[config.mk]
export PLATFORM = sky130hd
export DESIGN_NAME = cpu_core_status_flags
export DESIGN_NICKNAME = d
export VERILOG_FILES = /design/src/core/core_pkg.sv /design/src/core/cpu_core_status_flags.sv
export SDC_FILE = /design/constraint.sdc
export NUM_CORES = 1
export LEC_CHECK = 0
export ABC_AREA = 1
export BUFFER_PORTS_ARGS = -buffer_cell sky130_fd_sc_hd__buf_2
export CORE_ASPECT_RATIO = 1.2
export CORE_MARGIN = 2
export CORE_UTILIZATION = 45
export CTS_CLUSTER_SIZE = 14
export DETAILED_ROUTE_END_ITERATION = 10
export SLEW_MARGIN = 15
export SYNTH_ARGS = -nofsm -noshare
export SYNTH_HDL_FRONTEND = slang
export SYNTH_SLANG_ARGS = --single-unit
export TNS_END_PERCENT = 100
[constraint.sdc]
create_clock -name CLOCK -period 4.9 [get_ports CLOCK]
set_input_delay 0.245 -clock CLOCK [delete_from_list [all_inputs] [get_ports CLOCK]]
set_output_delay 0.245 -clock CLOCK [all_outputs]
set_load 0.03 [all_outputs]
[src/core/core_pkg.sv]
// shared constants for the flag-keeping processor core
package core_pkg;
    // ==========================================
    // processor flag register bit positions
    localparam int FLAG_C = 0; // carry
    localparam int FLAG_Z = 1; // zero result
    localparam int FLAG_N = 2; // negative result
    localparam int FLAG_V = 3; // two's complement overflow
    localparam int FLAG_S = 4; // sign, n xor v
    localparam int FLAG_H = 5; // half carry
    localparam int FLAG_T = 6; // bit copy store
    localparam int FLAG_I = 7; // global interrupt enable
    localparam logic [7:0] FLAGS_RESET = 8'h00; // interrupts off
    // ==========================================
    // instruction word fields
    localparam int OP_HI = 15;
    localparam int OP_LO = 11;
    localparam int RD_HI = 10;
    localparam int RD_LO = 6;
    localparam int RR_HI = 5;
    localparam int RR_LO = 1;
    localparam logic [15:0] INSN_NOP = 16'h0000; // bubble word
    // ==========================================
    // opcodes; two-word forms carry their operand in the next word
    localparam logic [4:0] OP_NOP = 5'h00;
    localparam logic [4:0] OP_ADD = 5'h01;
    localparam logic [4:0] OP_ADC = 5'h02;
    localparam logic [4:0] OP_SUB = 5'h03;
    localparam logic [4:0] OP_AND = 5'h04;
    localparam logic [4:0] OP_OR = 5'h05;
    localparam logic [4:0] OP_EOR = 5'h06;
    localparam logic [4:0] OP_MOV = 5'h07;
    localparam logic [4:0] OP_LDI = 5'h08; // two words
    localparam logic [4:0] OP_LDS = 5'h09; // two words
    localparam logic [4:0] OP_STS = 5'h0A; // two words
    localparam logic [4:0] OP_IN = 5'h0B;
    localparam logic [4:0] OP_OUT = 5'h0C;
    localparam logic [4:0] OP_LDP = 5'h0D; // load through pointer
    localparam logic [4:0] OP_STP = 5'h0E; // store through pointer
    localparam logic [4:0] OP_LPM = 5'h0F; // program table read via z
    localparam logic [4:0] OP_CALL = 5'h10; // two words
    localparam logic [4:0] OP_RET = 5'h11;
    localparam logic [4:0] OP_INTERRUPT_RETURN_OP = 5'h12; // interrupt_return_op
    localparam logic [4:0] OP_SEI = 5'h13; // global_irq_on_op
    localparam logic [4:0] OP_CLI = 5'h14; // global_irq_off_op
    localparam logic [4:0] OP_BST = 5'h15; // bit_store_to_flag_op
    localparam logic [4:0] OP_BLD = 5'h16; // bit_load_from_flag_op
    localparam logic [4:0] OP_JMP = 5'h17; // two words
    // ==========================================
    // data space map
    localparam logic [15:0] IO_BASE = 16'h0020; // first i/o data address
    localparam logic [15:0] IO_LAST = 16'h005F; // last i/o data address
    localparam logic [15:0] EXT_LAST = 16'h00FF; // last extended i/o address
    localparam logic [15:0] FLAG_DADDR = 16'h005F; // flag register, i/o 0x3F
    localparam logic [4:0] PTR_BASE = 5'h1A; // low byte of first pointer pair
    localparam logic [4:0] Z_LO = 5'h1E; // low byte of table pointer
    localparam logic [15:0] RESET_PC = 16'h0000; // reset vector
    localparam logic [15:0] VEC_STRIDE = 16'h0002; // words per vector
endpackage : core_pkg

[src/core/cpu_core_status_flags.sv]
// prefetching 8-bit core with register file, stack calls and flag register
// Summary of operation
// - fetch next word while current one executes
// - thirty-two 8-bit working registers, single cycle
// - alu reads two registers, writes back, one cycle
// - three register pairs act as 16-bit pointers
// - z pair also addresses program table reads
// - arithmetic updates the flag register
// - instructions are one or two 16-bit words
// - call and interrupt push return address
// - lower vector index wins interrupt priority
// - 64 i/o places at data 0x20-0x5F
// - extended i/o only through data loads/stores
// - flags are never saved on interrupt entry
// - bit 7 clear blocks every interrupt
// - interrupt clears bit 7, interrupt return sets it
// - bit 6 is the bit copy store
// - bit 5 holds half carry from nibble
// - bit 4 always n xor v
// - bit 3 flags signed overflow
// - bit 2 flags negative result
// - bit 1 flags zero result
// - bit 0 flags carry
module cpu_core_status_flags #(
    parameter int N_IRQ = 8, // interrupt request lines
    parameter logic [15:0] STACK_TOP = 16'h0FFF // initial stack pointer
) (
    input wire logic CLOCK, // core clock
    input wire logic RSTN, // asynchronous reset, active low
    output logic [15:0] PM_ADDR, // program word address
    input wire logic [15:0] PM_DATA, // program word at PM_ADDR
    output logic [15:0] DM_ADDR, // data space address
    output logic [7:0] DM_WDATA, // data space write byte
    output logic DM_WE, // data space write strobe
    output logic DM_RE, // data space read strobe
    input wire logic [7:0] DM_RDATA, // read byte for DM_ADDR
    input wire logic [N_IRQ-1:0] IRQ, // asynchronous request levels
    output logic [N_IRQ-1:0] IRQ_ACK, // one-cycle accept pulse
    output logic [7:0] FLAGS // processor_flag_register contents
);
    // ==========================================
    // parameter check
    if (N_IRQ < 1 || N_IRQ > 32) begin : g_bad_irq
        $error("N_IRQ must lie in 1..32");
    end

    typedef enum logic [2:0] {ST_RUN, ST_LOAD, ST_LPM, ST_PUSH_HI, ST_POP_HI, ST_POP_LO} state_t;

    // ==========================================
    // state
    state_t state; // sequencer step
    logic [15:0] ir; // instruction being executed
    logic ir_valid; // ir is a real fetched word, not a bubble
    logic [7:0] regs [32]; // working registers
    logic [7:0] processor_flags; // i t h s v n z c
    logic [15:0] sp; // stack pointer, grows down
    logic [15:0] ret_addr; // return address across push/pop steps
    logic [4:0] ld_rd; // destination of a pending load
    logic lpm_hi; // table read wants the high byte
    logic [N_IRQ-1:0] irq_m; // first synchroniser stage
    logic [N_IRQ-1:0] irq_s; // synchronised requests
    logic [N_IRQ-1:0] pick; // winning request, one-hot
    logic [15:0] vec; // vector of the winner

    assign FLAGS = processor_flags;

    // ==========================================
    // decode
    wire logic [4:0] op = ir[core_pkg::OP_HI:core_pkg::OP_LO];
    wire logic [4:0] rd_i = ir[core_pkg::RD_HI:core_pkg::RD_LO];
    wire logic [4:0] rr_i = ir[core_pkg::RR_HI:core_pkg::RR_LO];
    wire logic [7:0] a = regs[rd_i]; // first operand and store source
    wire logic [7:0] b = regs[rr_i]; // second operand
    wire logic run = (state == ST_RUN);
    wire logic take = run && ir_valid && processor_flags[core_pkg::FLAG_I] && (|irq_s);
    wire logic ex = run && !take; // ir executes this cycle
    wire logic is_alu = (op >= core_pkg::OP_ADD) && (op <= core_pkg::OP_EOR);
    wire logic two_word = (op == core_pkg::OP_LDI) || (op == core_pkg::OP_LDS)
        || (op == core_pkg::OP_STS) || (op == core_pkg::OP_CALL) || (op == core_pkg::OP_JMP);
    wire logic is_load = (op == core_pkg::OP_LDS) || (op == core_pkg::OP_IN)
        || (op == core_pkg::OP_LDP);
    wire logic is_store = (op == core_pkg::OP_STS) || (op == core_pkg::OP_OUT)
        || (op == core_pkg::OP_STP);

    // ==========================================
    // pointer pairs and data address
    // selector 3 has no pair and wraps to registers 0/1
    wire logic [4:0] ptr_lo = core_pkg::PTR_BASE + {2'h0, ir[1:0], 1'b0};
    wire logic [15:0] ptr = {regs[ptr_lo | 5'h01], regs[ptr_lo]};
    wire logic [15:0] z_ptr = {regs[core_pkg::Z_LO | 5'h01], regs[core_pkg::Z_LO]};
    // direct i/o numbers only reach 0x20-0x5F; extended space needs the word or pointer form
    wire logic [15:0] io_daddr = core_pkg::IO_BASE + {10'h000, ir[5:0]};
    wire logic [15:0] mem_addr = (op == core_pkg::OP_LDS || op == core_pkg::OP_STS) ? PM_DATA
        : (op == core_pkg::OP_IN || op == core_pkg::OP_OUT) ? io_daddr : ptr;
    wire logic flag_hit = (mem_addr == core_pkg::FLAG_DADDR); // served inside the core
    wire logic [15:0] ret_val = take ? PM_ADDR - 16'h0001 : PM_ADDR + 16'h0001;

    // ==========================================
    // alu: subtract is a + ~b + 1, carry out inverted gives borrow
    wire logic is_sub = (op == core_pkg::OP_SUB);
    wire logic cin = is_sub ^ ((op == core_pkg::OP_ADC) && processor_flags[core_pkg::FLAG_C]);
    wire logic [7:0] b_eff = is_sub ? ~b : b;
    wire logic [8:0] sum = {1'b0, a} + {1'b0, b_eff} + {8'h00, cin};
    wire logic [4:0] hsum = {1'b0, a[3:0]} + {1'b0, b_eff[3:0]} + {4'h0, cin};
    logic [7:0] alu_res; // result written back
    logic alu_arith; // arithmetic, as opposed to logic

    // logic ops keep h and c and clear v
    always_comb begin
        alu_res = sum[7:0];
        alu_arith = 1'b1;
        case (op)
            core_pkg::OP_AND: begin
                alu_res = a & b;
                alu_arith = 1'b0;
            end
            core_pkg::OP_OR: begin
                alu_res = a | b;
                alu_arith = 1'b0;
            end
            core_pkg::OP_EOR: begin
                alu_res = a ^ b;
                alu_arith = 1'b0;
            end
            default: ;
        endcase
    end

    wire logic f_c = alu_arith ? (sum[8] ^ is_sub) : processor_flags[core_pkg::FLAG_C];
    wire logic f_h = alu_arith ? (hsum[4] ^ is_sub) : processor_flags[core_pkg::FLAG_H];
    wire logic f_v = alu_arith && (a[7] == b_eff[7]) && (alu_res[7] != a[7]);
    wire logic f_n = alu_res[7];
    wire logic f_z = (alu_res == 8'h00);
    wire logic [5:0] alu_flags = {f_h, f_n ^ f_v, f_v, f_n, f_z, f_c};

    // ==========================================
    // bit copy helpers
    wire logic [7:0] bit_mask = 8'h01 << ir[2:0];
    wire logic bit_sel = a[ir[2:0]];
    wire logic [7:0] bld_val = processor_flags[core_pkg::FLAG_T] ? (a | bit_mask)
        : (a & ~bit_mask);

    // ==========================================
    // interrupt priority: lowest index, lowest vector, wins
    always_comb begin
        pick = '0;
        vec = core_pkg::RESET_PC;
        for (int i = N_IRQ - 1; i >= 0; i--) begin
            if (irq_s[i]) begin
                pick = '0;
                pick[i] = 1'b1;
                vec = 16'(core_pkg::VEC_STRIDE * 16'(i + 1));
            end
        end
    end

    // ==========================================
    // register file write port, one write per cycle
    logic wr_en; // write this cycle
    logic [4:0] wr_idx; // target register
    logic [7:0] wr_data; // byte written

    always_comb begin
        wr_en = 1'b0;
        wr_idx = rd_i;
        wr_data = alu_res;
        case (state)
            ST_LOAD: begin
                wr_en = 1'b1;
                wr_idx = ld_rd;
                wr_data = DM_RDATA;
            end
            ST_LPM: begin
                wr_en = 1'b1;
                wr_idx = ld_rd;
                wr_data = lpm_hi ? PM_DATA[15:8] : PM_DATA[7:0];
            end
            ST_RUN: begin
                if (ex && is_alu) wr_en = 1'b1;
                if (ex && op == core_pkg::OP_MOV) begin
                    wr_en = 1'b1;
                    wr_data = b;
                end
                if (ex && op == core_pkg::OP_LDI) begin
                    wr_en = 1'b1;
                    wr_data = PM_DATA[7:0];
                end
                if (ex && is_load && flag_hit) begin
                    wr_en = 1'b1;
                    wr_data = processor_flags;
                end
                if (ex && op == core_pkg::OP_BLD) begin
                    wr_en = 1'b1;
                    wr_data = bld_val;
                end
            end
            default: ;
        endcase
    end

    // data registers need no reset; software loads them
    always_ff @(posedge CLOCK) begin
        if (wr_en) regs[wr_idx] <= wr_data;
    end

    // ==========================================
    // request synchroniser and accept pulse
    always_ff @(posedge CLOCK or negedge RSTN) begin
        if (!RSTN) begin
            irq_m <= '0;
            irq_s <= '0;
            IRQ_ACK <= '0;
        end else begin
            irq_m <= IRQ;
            irq_s <= irq_m;
            IRQ_ACK <= take ? pick : '0;
        end
    end

    // ==========================================
    // sequencer, fetch and stack pointer
    // a two-word op consumes the prefetched word, leaving one bubble
    always_ff @(posedge CLOCK or negedge RSTN) begin
        if (!RSTN) begin
            state <= ST_RUN;
            PM_ADDR <= core_pkg::RESET_PC;
            ir <= core_pkg::INSN_NOP;
            ir_valid <= 1'b0;
            sp <= STACK_TOP;
            ret_addr <= 16'h0000;
            ld_rd <= 5'h00;
            lpm_hi <= 1'b0;
        end else begin
            case (state)
                ST_RUN: begin
                    if (take) begin
                        PM_ADDR <= vec;
                        ir <= core_pkg::INSN_NOP;
                        ir_valid <= 1'b0;
                        ret_addr <= ret_val;
                        sp <= sp - 16'h0001;
                        state <= ST_PUSH_HI;
                    end else begin
                        ir <= two_word ? core_pkg::INSN_NOP : PM_DATA;
                        ir_valid <= !two_word;
                        PM_ADDR <= PM_ADDR + 16'h0001;
                        ld_rd <= rd_i;
                        case (op)
                            core_pkg::OP_JMP: PM_ADDR <= PM_DATA;
                            core_pkg::OP_CALL: begin
                                PM_ADDR <= PM_DATA;
                                ret_addr <= ret_val;
                                sp <= sp - 16'h0001;
                                state <= ST_PUSH_HI;
                            end
                            core_pkg::OP_RET, core_pkg::OP_INTERRUPT_RETURN_OP: begin
                                PM_ADDR <= PM_ADDR;
                                ir <= core_pkg::INSN_NOP;
                                ir_valid <= 1'b0;
                                sp <= sp + 16'h0001;
                                state <= ST_POP_HI;
                            end
                            core_pkg::OP_LPM: begin
                                PM_ADDR <= {1'b0, z_ptr[15:1]};
                                ret_addr <= PM_ADDR;
                                ir <= core_pkg::INSN_NOP;
                                ir_valid <= 1'b0;
                                lpm_hi <= z_ptr[0];
                                state <= ST_LPM;
                            end
                            default: if (is_load && !flag_hit) state <= ST_LOAD;
                        endcase
                    end
                end
                // fetched word and address are held while the byte lands
                ST_LOAD: state <= ST_RUN;
                ST_LPM: begin
                    PM_ADDR <= ret_addr;
                    state <= ST_RUN;
                end
                ST_PUSH_HI: begin
                    sp <= sp - 16'h0001;
                    ir <= PM_DATA;
                    ir_valid <= 1'b1;
                    PM_ADDR <= PM_ADDR + 16'h0001;
                    state <= ST_RUN;
                end
                ST_POP_HI: begin
                    ret_addr[15:8] <= DM_RDATA;
                    sp <= sp + 16'h0001;
                    state <= ST_POP_LO;
                end
                ST_POP_LO: begin
                    PM_ADDR <= {ret_addr[15:8], DM_RDATA};
                    state <= ST_RUN;
                end
                default: state <= ST_RUN;
            endcase
        end
    end

    // ==========================================
    // data bus strobes; only the pc is pushed, never the flags
    always_ff @(posedge CLOCK or negedge RSTN) begin
        if (!RSTN) begin
            DM_ADDR <= 16'h0000;
            DM_WDATA <= 8'h00;
            DM_WE <= 1'b0;
            DM_RE <= 1'b0;
        end else begin
            DM_WE <= 1'b0;
            DM_RE <= 1'b0;
            if (take || (ex && op == core_pkg::OP_CALL)) begin
                DM_WE <= 1'b1;
                DM_ADDR <= sp;
                DM_WDATA <= ret_val[7:0];
            end else if (state == ST_PUSH_HI) begin
                DM_WE <= 1'b1;
                DM_ADDR <= sp;
                DM_WDATA <= ret_addr[15:8];
            end else if (state == ST_POP_HI
                || (ex && (op == core_pkg::OP_RET || op == core_pkg::OP_INTERRUPT_RETURN_OP))) begin
                DM_RE <= 1'b1;
                DM_ADDR <= sp + 16'h0001;
            end else if (ex && is_load && !flag_hit) begin
                DM_RE <= 1'b1;
                DM_ADDR <= mem_addr;
            end else if (ex && is_store && !flag_hit) begin
                DM_WE <= 1'b1;
                DM_ADDR <= mem_addr;
                DM_WDATA <= a;
            end
        end
    end

    // ==========================================
    // flag register; a software write recomputes s so it stays n xor v
    always_ff @(posedge CLOCK or negedge RSTN) begin
        if (!RSTN) begin
            processor_flags <= core_pkg::FLAGS_RESET;
        end else if (take) begin
            processor_flags[core_pkg::FLAG_I] <= 1'b0;
        end else if (ex) begin
            if (is_alu) processor_flags[5:0] <= alu_flags;
            if (op == core_pkg::OP_SEI || op == core_pkg::OP_INTERRUPT_RETURN_OP)
                processor_flags[core_pkg::FLAG_I] <= 1'b1;
            if (op == core_pkg::OP_CLI) processor_flags[core_pkg::FLAG_I] <= 1'b0;
            if (op == core_pkg::OP_BST) processor_flags[core_pkg::FLAG_T] <= bit_sel;
            if (is_store && flag_hit)
                processor_flags <= {a[7:5], a[2] ^ a[3], a[3:0]};
        end
    end
endmodule : cpu_core_status_flags

### Yosys cells after proc, flatten, opt, wreduce, memory -nomap -nowiden

Memory sizes are Yosys's and may differ from the RTL's.
Cells that the tools add are included.

* bits in writable memories: 256
* bits in latches: 0
* register bits: 132
* output and inout port bits: 58
* memories kept: 1
* memory bits (read-only): 0

* div/mod/pow operators: 0
* add/sub/neg operators: 10
* multiply operators: 0
* shift-type cells: 1
* equal/unequal tests: 38
* reductions and logical operators: 69
* magnitude comparators: 3
* mux-type cells: 89
* bitwise gates (word level): 13

Memory list
* regs: words 32, width 8, rd ports 6, clocked after memory_dff 0, wr ports 1, line cpu_core_status_flags.sv:54 `logic [7:0] regs [32];`

Operator list (count)
* two-way mux 16 bit: 21
* two-way mux 8 bit: 23
* one-hot mux 16 bit (2 select lines): 3
* one-hot mux 16 bit (3 select lines): 2
* one-hot mux 16 bit (4 select lines): 1
* one-hot mux 8 bit (3 select lines): 2
* == test 5 x 4 -> 1 bit, second input constant: 8
* == test 5 bit, second input constant: 8
* adder 16 x 1 -> 16 bit, second input constant: 2
* subtractor 16 x 1 -> 16 bit, second input constant: 2
* two-way mux 1 bit: 26
* logical AND 1 bit: 21
* == test 5 x 3 -> 1 bit, second input constant: 4
* AND 8 bit: 2
* == test 16 x 7 -> 1 bit, second input constant: 1
* NOT 8 bit: 2
* OR 8 bit: 2
* one-hot mux 8 bit (2 select lines): 1
* logical OR 1 bit: 14
* AND reduction 2 bit: 7
* inequality test 3 bit, second input constant: 4
* one-hot mux 3 bit (4 select lines): 1
* AND reduction 3 bit: 4
* == test 5 x 2 -> 1 bit, second input constant: 2
* other kinds (38): 60

### Depth between registers and ports, before layout

* word-level depth: 15
* mapped depth: 30
* mapped depth without buffers: 26

### Worst setup path after synthesis

Ideal clock, no wire load.

* path type: reg2reg
* from: reg ir[1]
* to: mem regs[0][4] (data pin)
* data arrival time: 4.296 ns
* slack: 0.227 ns
* library setup time: 0.377 ns
* clock period less this slack: 4.673 ns
* stages on the path, launching flop included: 25
* data required time: 4.523 ns
* path through: dfrtp_1 > clkbuf_1 > buf_2 > clkbuf_1 > nor2_1 > o211ai_1 > nand3_1 > nand3_1 > nand2_1 > xor2_1 > fa_1 > inv_1 > fa_1 > nand3_1 > nand2_1 > xnor2_1 > nor2_1 > nor2_1 > nand2_1 > o21ai_0 > a21oi_1 > nand2_1 > nand3_1 > nand2_1 > a21oi_1

* cells in the longest elaborated chain, start to end: 11
* elaborated cells on any way between the ends: 25
* classes of those cells: add/sub: 4; eq/ne: 1; shift: 1; mux: 10; bitwise: 7; reduce/logical: 1; memory: 1

Ends and longest elaborated chain
* from (decl): line cpu_core_status_flags.sv:52 `logic [15:0] ir;`
* from (signal assigned): line cpu_core_status_flags.sv:227 `ir <= core_pkg::INSN_NOP;`
* from (signal assigned): line cpu_core_status_flags.sv:238 `ir <= core_pkg::INSN_NOP;`
* from (signal assigned): line cpu_core_status_flags.sv:244 `ir <= two_word ? core_pkg::INSN_NOP : PM_DATA;`
* memory (32 x 8 bit)
* NOT 8 bit: line cpu_core_status_flags.sv:102 `wire logic [7:0] b_eff = is_sub ? ~b : b;`
* two-way mux 8 bit: line cpu_core_status_flags.sv:102
* adder 8 x 8 -> 9 bit: line cpu_core_status_flags.sv:103 `wire logic [8:0] sum = {1'b0, a} + {1'b0, b_eff} + {8'h00, cin};`
* adder 9 x 1 -> 9 bit: line cpu_core_status_flags.sv:103
* one-hot mux 8 bit (3 select lines): line cpu_core_status_flags.sv:112 `case (op)`
* two-way mux 8 bit: line cpu_core_status_flags.sv:180 `if (ex && op == core_pkg::OP_MOV) begin`
* two-way mux 8 bit: line cpu_core_status_flags.sv:184 `if (ex && op == core_pkg::OP_LDI) begin`
* two-way mux 8 bit: line cpu_core_status_flags.sv:188 `if (ex && is_load && flag_hit) begin`
* two-way mux 8 bit: line cpu_core_status_flags.sv:192 `if (ex && op == core_pkg::OP_BLD) begin`
* one-hot mux 8 bit (3 select lines) *: line cpu_core_status_flags.sv:167 `case (state)`
* net wr_data[4]: line cpu_core_status_flags.sv:161 `logic [7:0] wr_data;`
* to (decl): line cpu_core_status_flags.sv:54

Mark *: on every way through the listed nets, which the timed path passes. The rest lies on a longest branch.

### Worst setup path in the final report

* from: reg ir[1]
* to: reg DM_ADDR[2]

* cells in the longest elaborated chain, start to end: 11
* elaborated cells on any way between the ends: 15
* classes of those cells: add/sub: 2; eq/ne: 1; mux: 7; reduce/logical: 4; memory: 1

Ends and longest elaborated chain
* adder 4 x 4 -> 5 bit: line cpu_core_status_flags.sv:88 `wire logic [4:0] ptr_lo = core_pkg::PTR_BASE + {2'h0, ir[1:0], 1'b0};`
* memory (32 x 8 bit)
* two-way mux 16 bit *: line cpu_core_status_flags.sv:94 `: (op == core_pkg::OP_IN || op == core_pkg::OP_OUT) ? io_daddr : ptr;`
* two-way mux 16 bit *: line cpu_core_status_flags.sv:93 `wire logic [15:0] mem_addr = (op == core_pkg::OP_LDS || op == core_pkg::OP_STS) ? PM_DATA`
* == test 16 x 7 -> 1 bit: line cpu_core_status_flags.sv:95 `wire logic flag_hit = (mem_addr == core_pkg::FLAG_DADDR);`
* logical NOT 1 bit: line cpu_core_status_flags.sv:325, cpu_core_status_flags.sv:328
* logical AND 1 bit: line cpu_core_status_flags.sv:325 `end else if (ex && is_load && !flag_hit) begin`
* two-way mux 16 bit: line cpu_core_status_flags.sv:325
* two-way mux 16 bit: line cpu_core_status_flags.sv:321 `end else if (state == ST_POP_HI`
* two-way mux 16 bit: line cpu_core_status_flags.sv:317 `end else if (state == ST_PUSH_HI) begin`
* two-way mux 16 bit: line cpu_core_status_flags.sv:313 `if (take || (ex && op == core_pkg::OP_CALL)) begin`
* to (signal assigned): line cpu_core_status_flags.sv:315 `DM_ADDR <= sp;`
* to (signal assigned): line cpu_core_status_flags.sv:319 `DM_ADDR <= sp;`
* to (signal assigned): line cpu_core_status_flags.sv:327 `DM_ADDR <= mem_addr;`
* to (decl): line cpu_core_status_flags.sv:32 `output logic [15:0] DM_ADDR,`

Every way passes the cells marked *; elsewhere a longest branch is shown, timed or not. The select of a mux whose other input is x is not followed.
A chain may end at the register's enable or synchronous reset.

==> metrics.md <==
| Metric | Value |
|---|---|
| Clock Latency Late Sink | `0.59 ns` |
| Netlist cell types | `60` |
| Grt ovf | `0` |
| Mapped Cells | `3,117` |
| H-tree levels | `2` |
| # fillers | `5,116` |
| Die X | `215 um` |
| Most frequent cells in the layout | `nand2_1 (702), o21ai_0 (362), nand3_1 (333)` |
| First-pass GRT wire length | `around 150,000 um` |
| Vias in the first global route | `22,700` |
| Hold Path Class | `input pin to flip-flop` |
| Final Hold Viols | `0` |
| Initial antenna violation count | `1` |
| Top FF cell, synth | `edfxtp_1` |
| Min-Delay Endpoint | `ir[15]` |
| Crit path time final | `4.60 ns` |
| Slowest library cell on the worst path | `dfrtp_4` |
| Footprint of the multi-input gates | `0.0113 mm^2` |
| Post-DP HPWL | `~70,000 um` |
| Starting Density | `approximately 46%` |
| Crit end category | `flip-flop` |
| Placer congestion estimate | `1.04` |
| Root Buffer Master | `clkbuf_16` |
| Die Area | `0.0554 mm^2` |
| Worst r2r path cells | `20` |
| RSZ-0062 raised after global routing | `no` |
| Antenna diode count | `0` |
| Outcome | `completed` |
| FF-to-FF End | `DM_ADDR[2]` |
| Setup TNS | `0 ns` |
| Fmax | `about 220 MHz` |
| Num ports | `slightly above 90` |
| Hold path start | `PM_DATA[15]` |
| Syn Area/Cell | `7.73 um^2` |
| Post-route ant nets | `0` |
| Cell-by-cell trace of the critical path | `clkinv_2 > buf_4 > ha_1 > inv_1 > buf_4 > nand3_1 > nand3_1 > nand3_1 > a21oi_1 > nor2_1 > nand2_2 > nor2_4 > buf_4 > nand2_2 > nand3_2 > nand2_2 > clkinv_2 > nand2_4 > nand2_1 > nand2_1` |
| Async SR Flop Fraction | `34.0%` |
| Core Box Area | `0.0527 mm^2` |
| Clock transition at path regs | `roughly 0.07 ns` |
| Synth Cell Area | `0.0241 mm^2` |
| Min Hold Slack | `0.0425 ns` |
| Share of the core filled with cells | `slightly above 50%` |
| Syn Nets | `between 3,000 and 4,000` |
| Post-CTS Setup Bufs | `0` |
| Measured slew at the worst slew-check pin | `between 1 and 1.5 ns` |
| Register area | `roughly 0.011 mm^2` |
| Die Ht | `257 um` |
| Hold Path Depth | `3` |
| DR DRC count | `0` |
| Total CTS buffers | `43` |
| Tcrit/Tclk final | `between 90% and 100%` |
| Commonest non-fill, non-tap cell in the layout | `nand2_1` |
| FF-to-FF setup slack | `0.30 ns` |
| Critical path class | `flip-flop to flip-flop` |
| CTS tree | `yes` |
| Final clock skew | `~0.022 ns` |
| Number of port buffers | `91` |
| Final WL | `100,000 um` |
| Clock Path Buffers | `3` |
| Post-Layout Cell Count | `around 4,000` |
| Total track usage | `between 30% and 40%` |
| WP data required | `around 5.4 ns` |
| Final setup fails | `0` |
| R2r startpoint | `ir[1]` |
| Layout net count | `3,279` |
| Layout cell share with drive strength beyond 1 | `11.4%` |
| P&R area growth vs syn | `13.4%` |
| Vias per inst | `6.13` |
| Post-synth EDFFs | `256` |
| Largest net degree at the start of global routing | `100` |
| Row Count | `~90` |
| Num Clock Sinks | `388` |
| Final count of pins violating max slew | `0` |
| CP arrival | `around 5 ns` |
| Yosys warnings | `0` |
| Routed via count | `between 20,000 and 25,000` |
| Drt wl/cell | `between 20 and 30 um` |
| DR pass1 iterations | `8` |
| Placed cells | `a little under 4,000` |
| CP max FO | `22` |
| Starting DRT DRC Count | `3,362` |
| Slowest Stage Delay on Critical Path | `0.60 ns` |
| Startpoint types | `flip-flop` |
| FF+latch count, synth | `388` |
| Seq/Total Area, Yosys | `45.7%` |
| Slew HR | `31.7%` |
| Max_cap viols | `0` |
[cells by family after synthesis]
family / after synthesis / synth area share, %
compound gates: 779 / 18.3
xor+xnor: 39 / 1.42
fa+ha+maj: 33 / 1.78
buf+inv: 447 / 7.34
flops: 388 / 45.7
simple gates: 1431 / 25.5
[stage by stage]
stage	worst slack, ns	area, um^2
after floorplan	0.227	24100
after global placement	0.418	25900
after detailed placement	0.377	25900
after CTS	0.344	27300
after global routing	0.0313	27300
final	0.297	27300
[state kept, by name (all words and copies together), names as in the netlist, 3 cells and up]
signal	flops
regs	256
DM_ADDR	16
PM_ADDR	16
ir	16
ret_addr	16
sp	16
DM_WDATA	8
FLAGS	8
IRQ_ACK	8
irq_m	8
irq_s	8
ld_rd	5
state	3
[cells in the mapped netlist, drive strengths merged, types with 31 or more instances]
| cell type | number | area (um^2) |
|---|---|---|
| o211ai | 51 | 383 |
| inv | 248 | 931 |
| o221ai | 35 | 307 |
| dfrtp | 120 | 3000 |
| nand3 | 345 | 1800 |
| ha | 31 | 388 |
| clkbuf | 117 | 439 |
| xor2 | 34 | 298 |
| a21oi | 220 | 1120 |
| nand2 | 711 | 2700 |
| edfxtp | 256 | 7690 |
| o22ai | 38 | 238 |
| buf | 68 | 344 |
| o21ai | 366 | 1840 |
| nor2 | 302 | 1170 |
[worst max path at each step]
stage               start  cells after the start  slack, ns          end
floorplan           ir[1]                     24       0.23   regs[0][4]
global placement    ir[1]                     25       0.42  regs[28][4]
detailed placement  ir[2]                     26       0.38  regs[18][4]
CTS                 ir[1]                     24       0.34  regs[12][5]
global route        ir[2]                     26       0.03  regs[28][4]
finish              ir[1]                     20       0.30   DM_ADDR[2]
[per-layer routing]
| metal | track usage (%) | up-vias | part of all wire, % |
|---|---|---|---|
| met1 | 45.0 | 11400 | 38 |
| li1 | - | 10900 | - |
| met5 | 0 | - | 0 |
| met4 | 20.9 | 0 | 6.9 |
| met3 | 4.96 | 327 | 8.6 |
| met2 | 57.4 | 1508 | 46 |
[layout make-up]
cell class,count,area share (%)
Multi-Input combinational cell,2282,41.5
Sequential cell,388,40.3
Timing Repair Buffer,235,6.38
Clock buffer,53,4.15
Inverter,262,3.61
Tap cell,705,3.23
Clock inverter,24,0.792
[what timing repair did]
action,4_1_cts,5_1_grt
endpoints found under the hold margin,54,0
resized for setup,0,4
hold buffers,9,0
endpoints found under the setup margin,0,96
[critical path: cells and delay by family, from the launching register on]
kind                     cells  cell delay (ns)
AO/OA/AOI/OAI                1             0.33
flip-flops                   1             0.60
adder cells (fa/ha/maj)      1             0.31
buffers and inverters        6             1.69
AND/OR/NAND/NOR             12             1.59
Power is not shown: default switching activity piles up to over one toggle a cycle in this logic, so the estimate is an artifact.
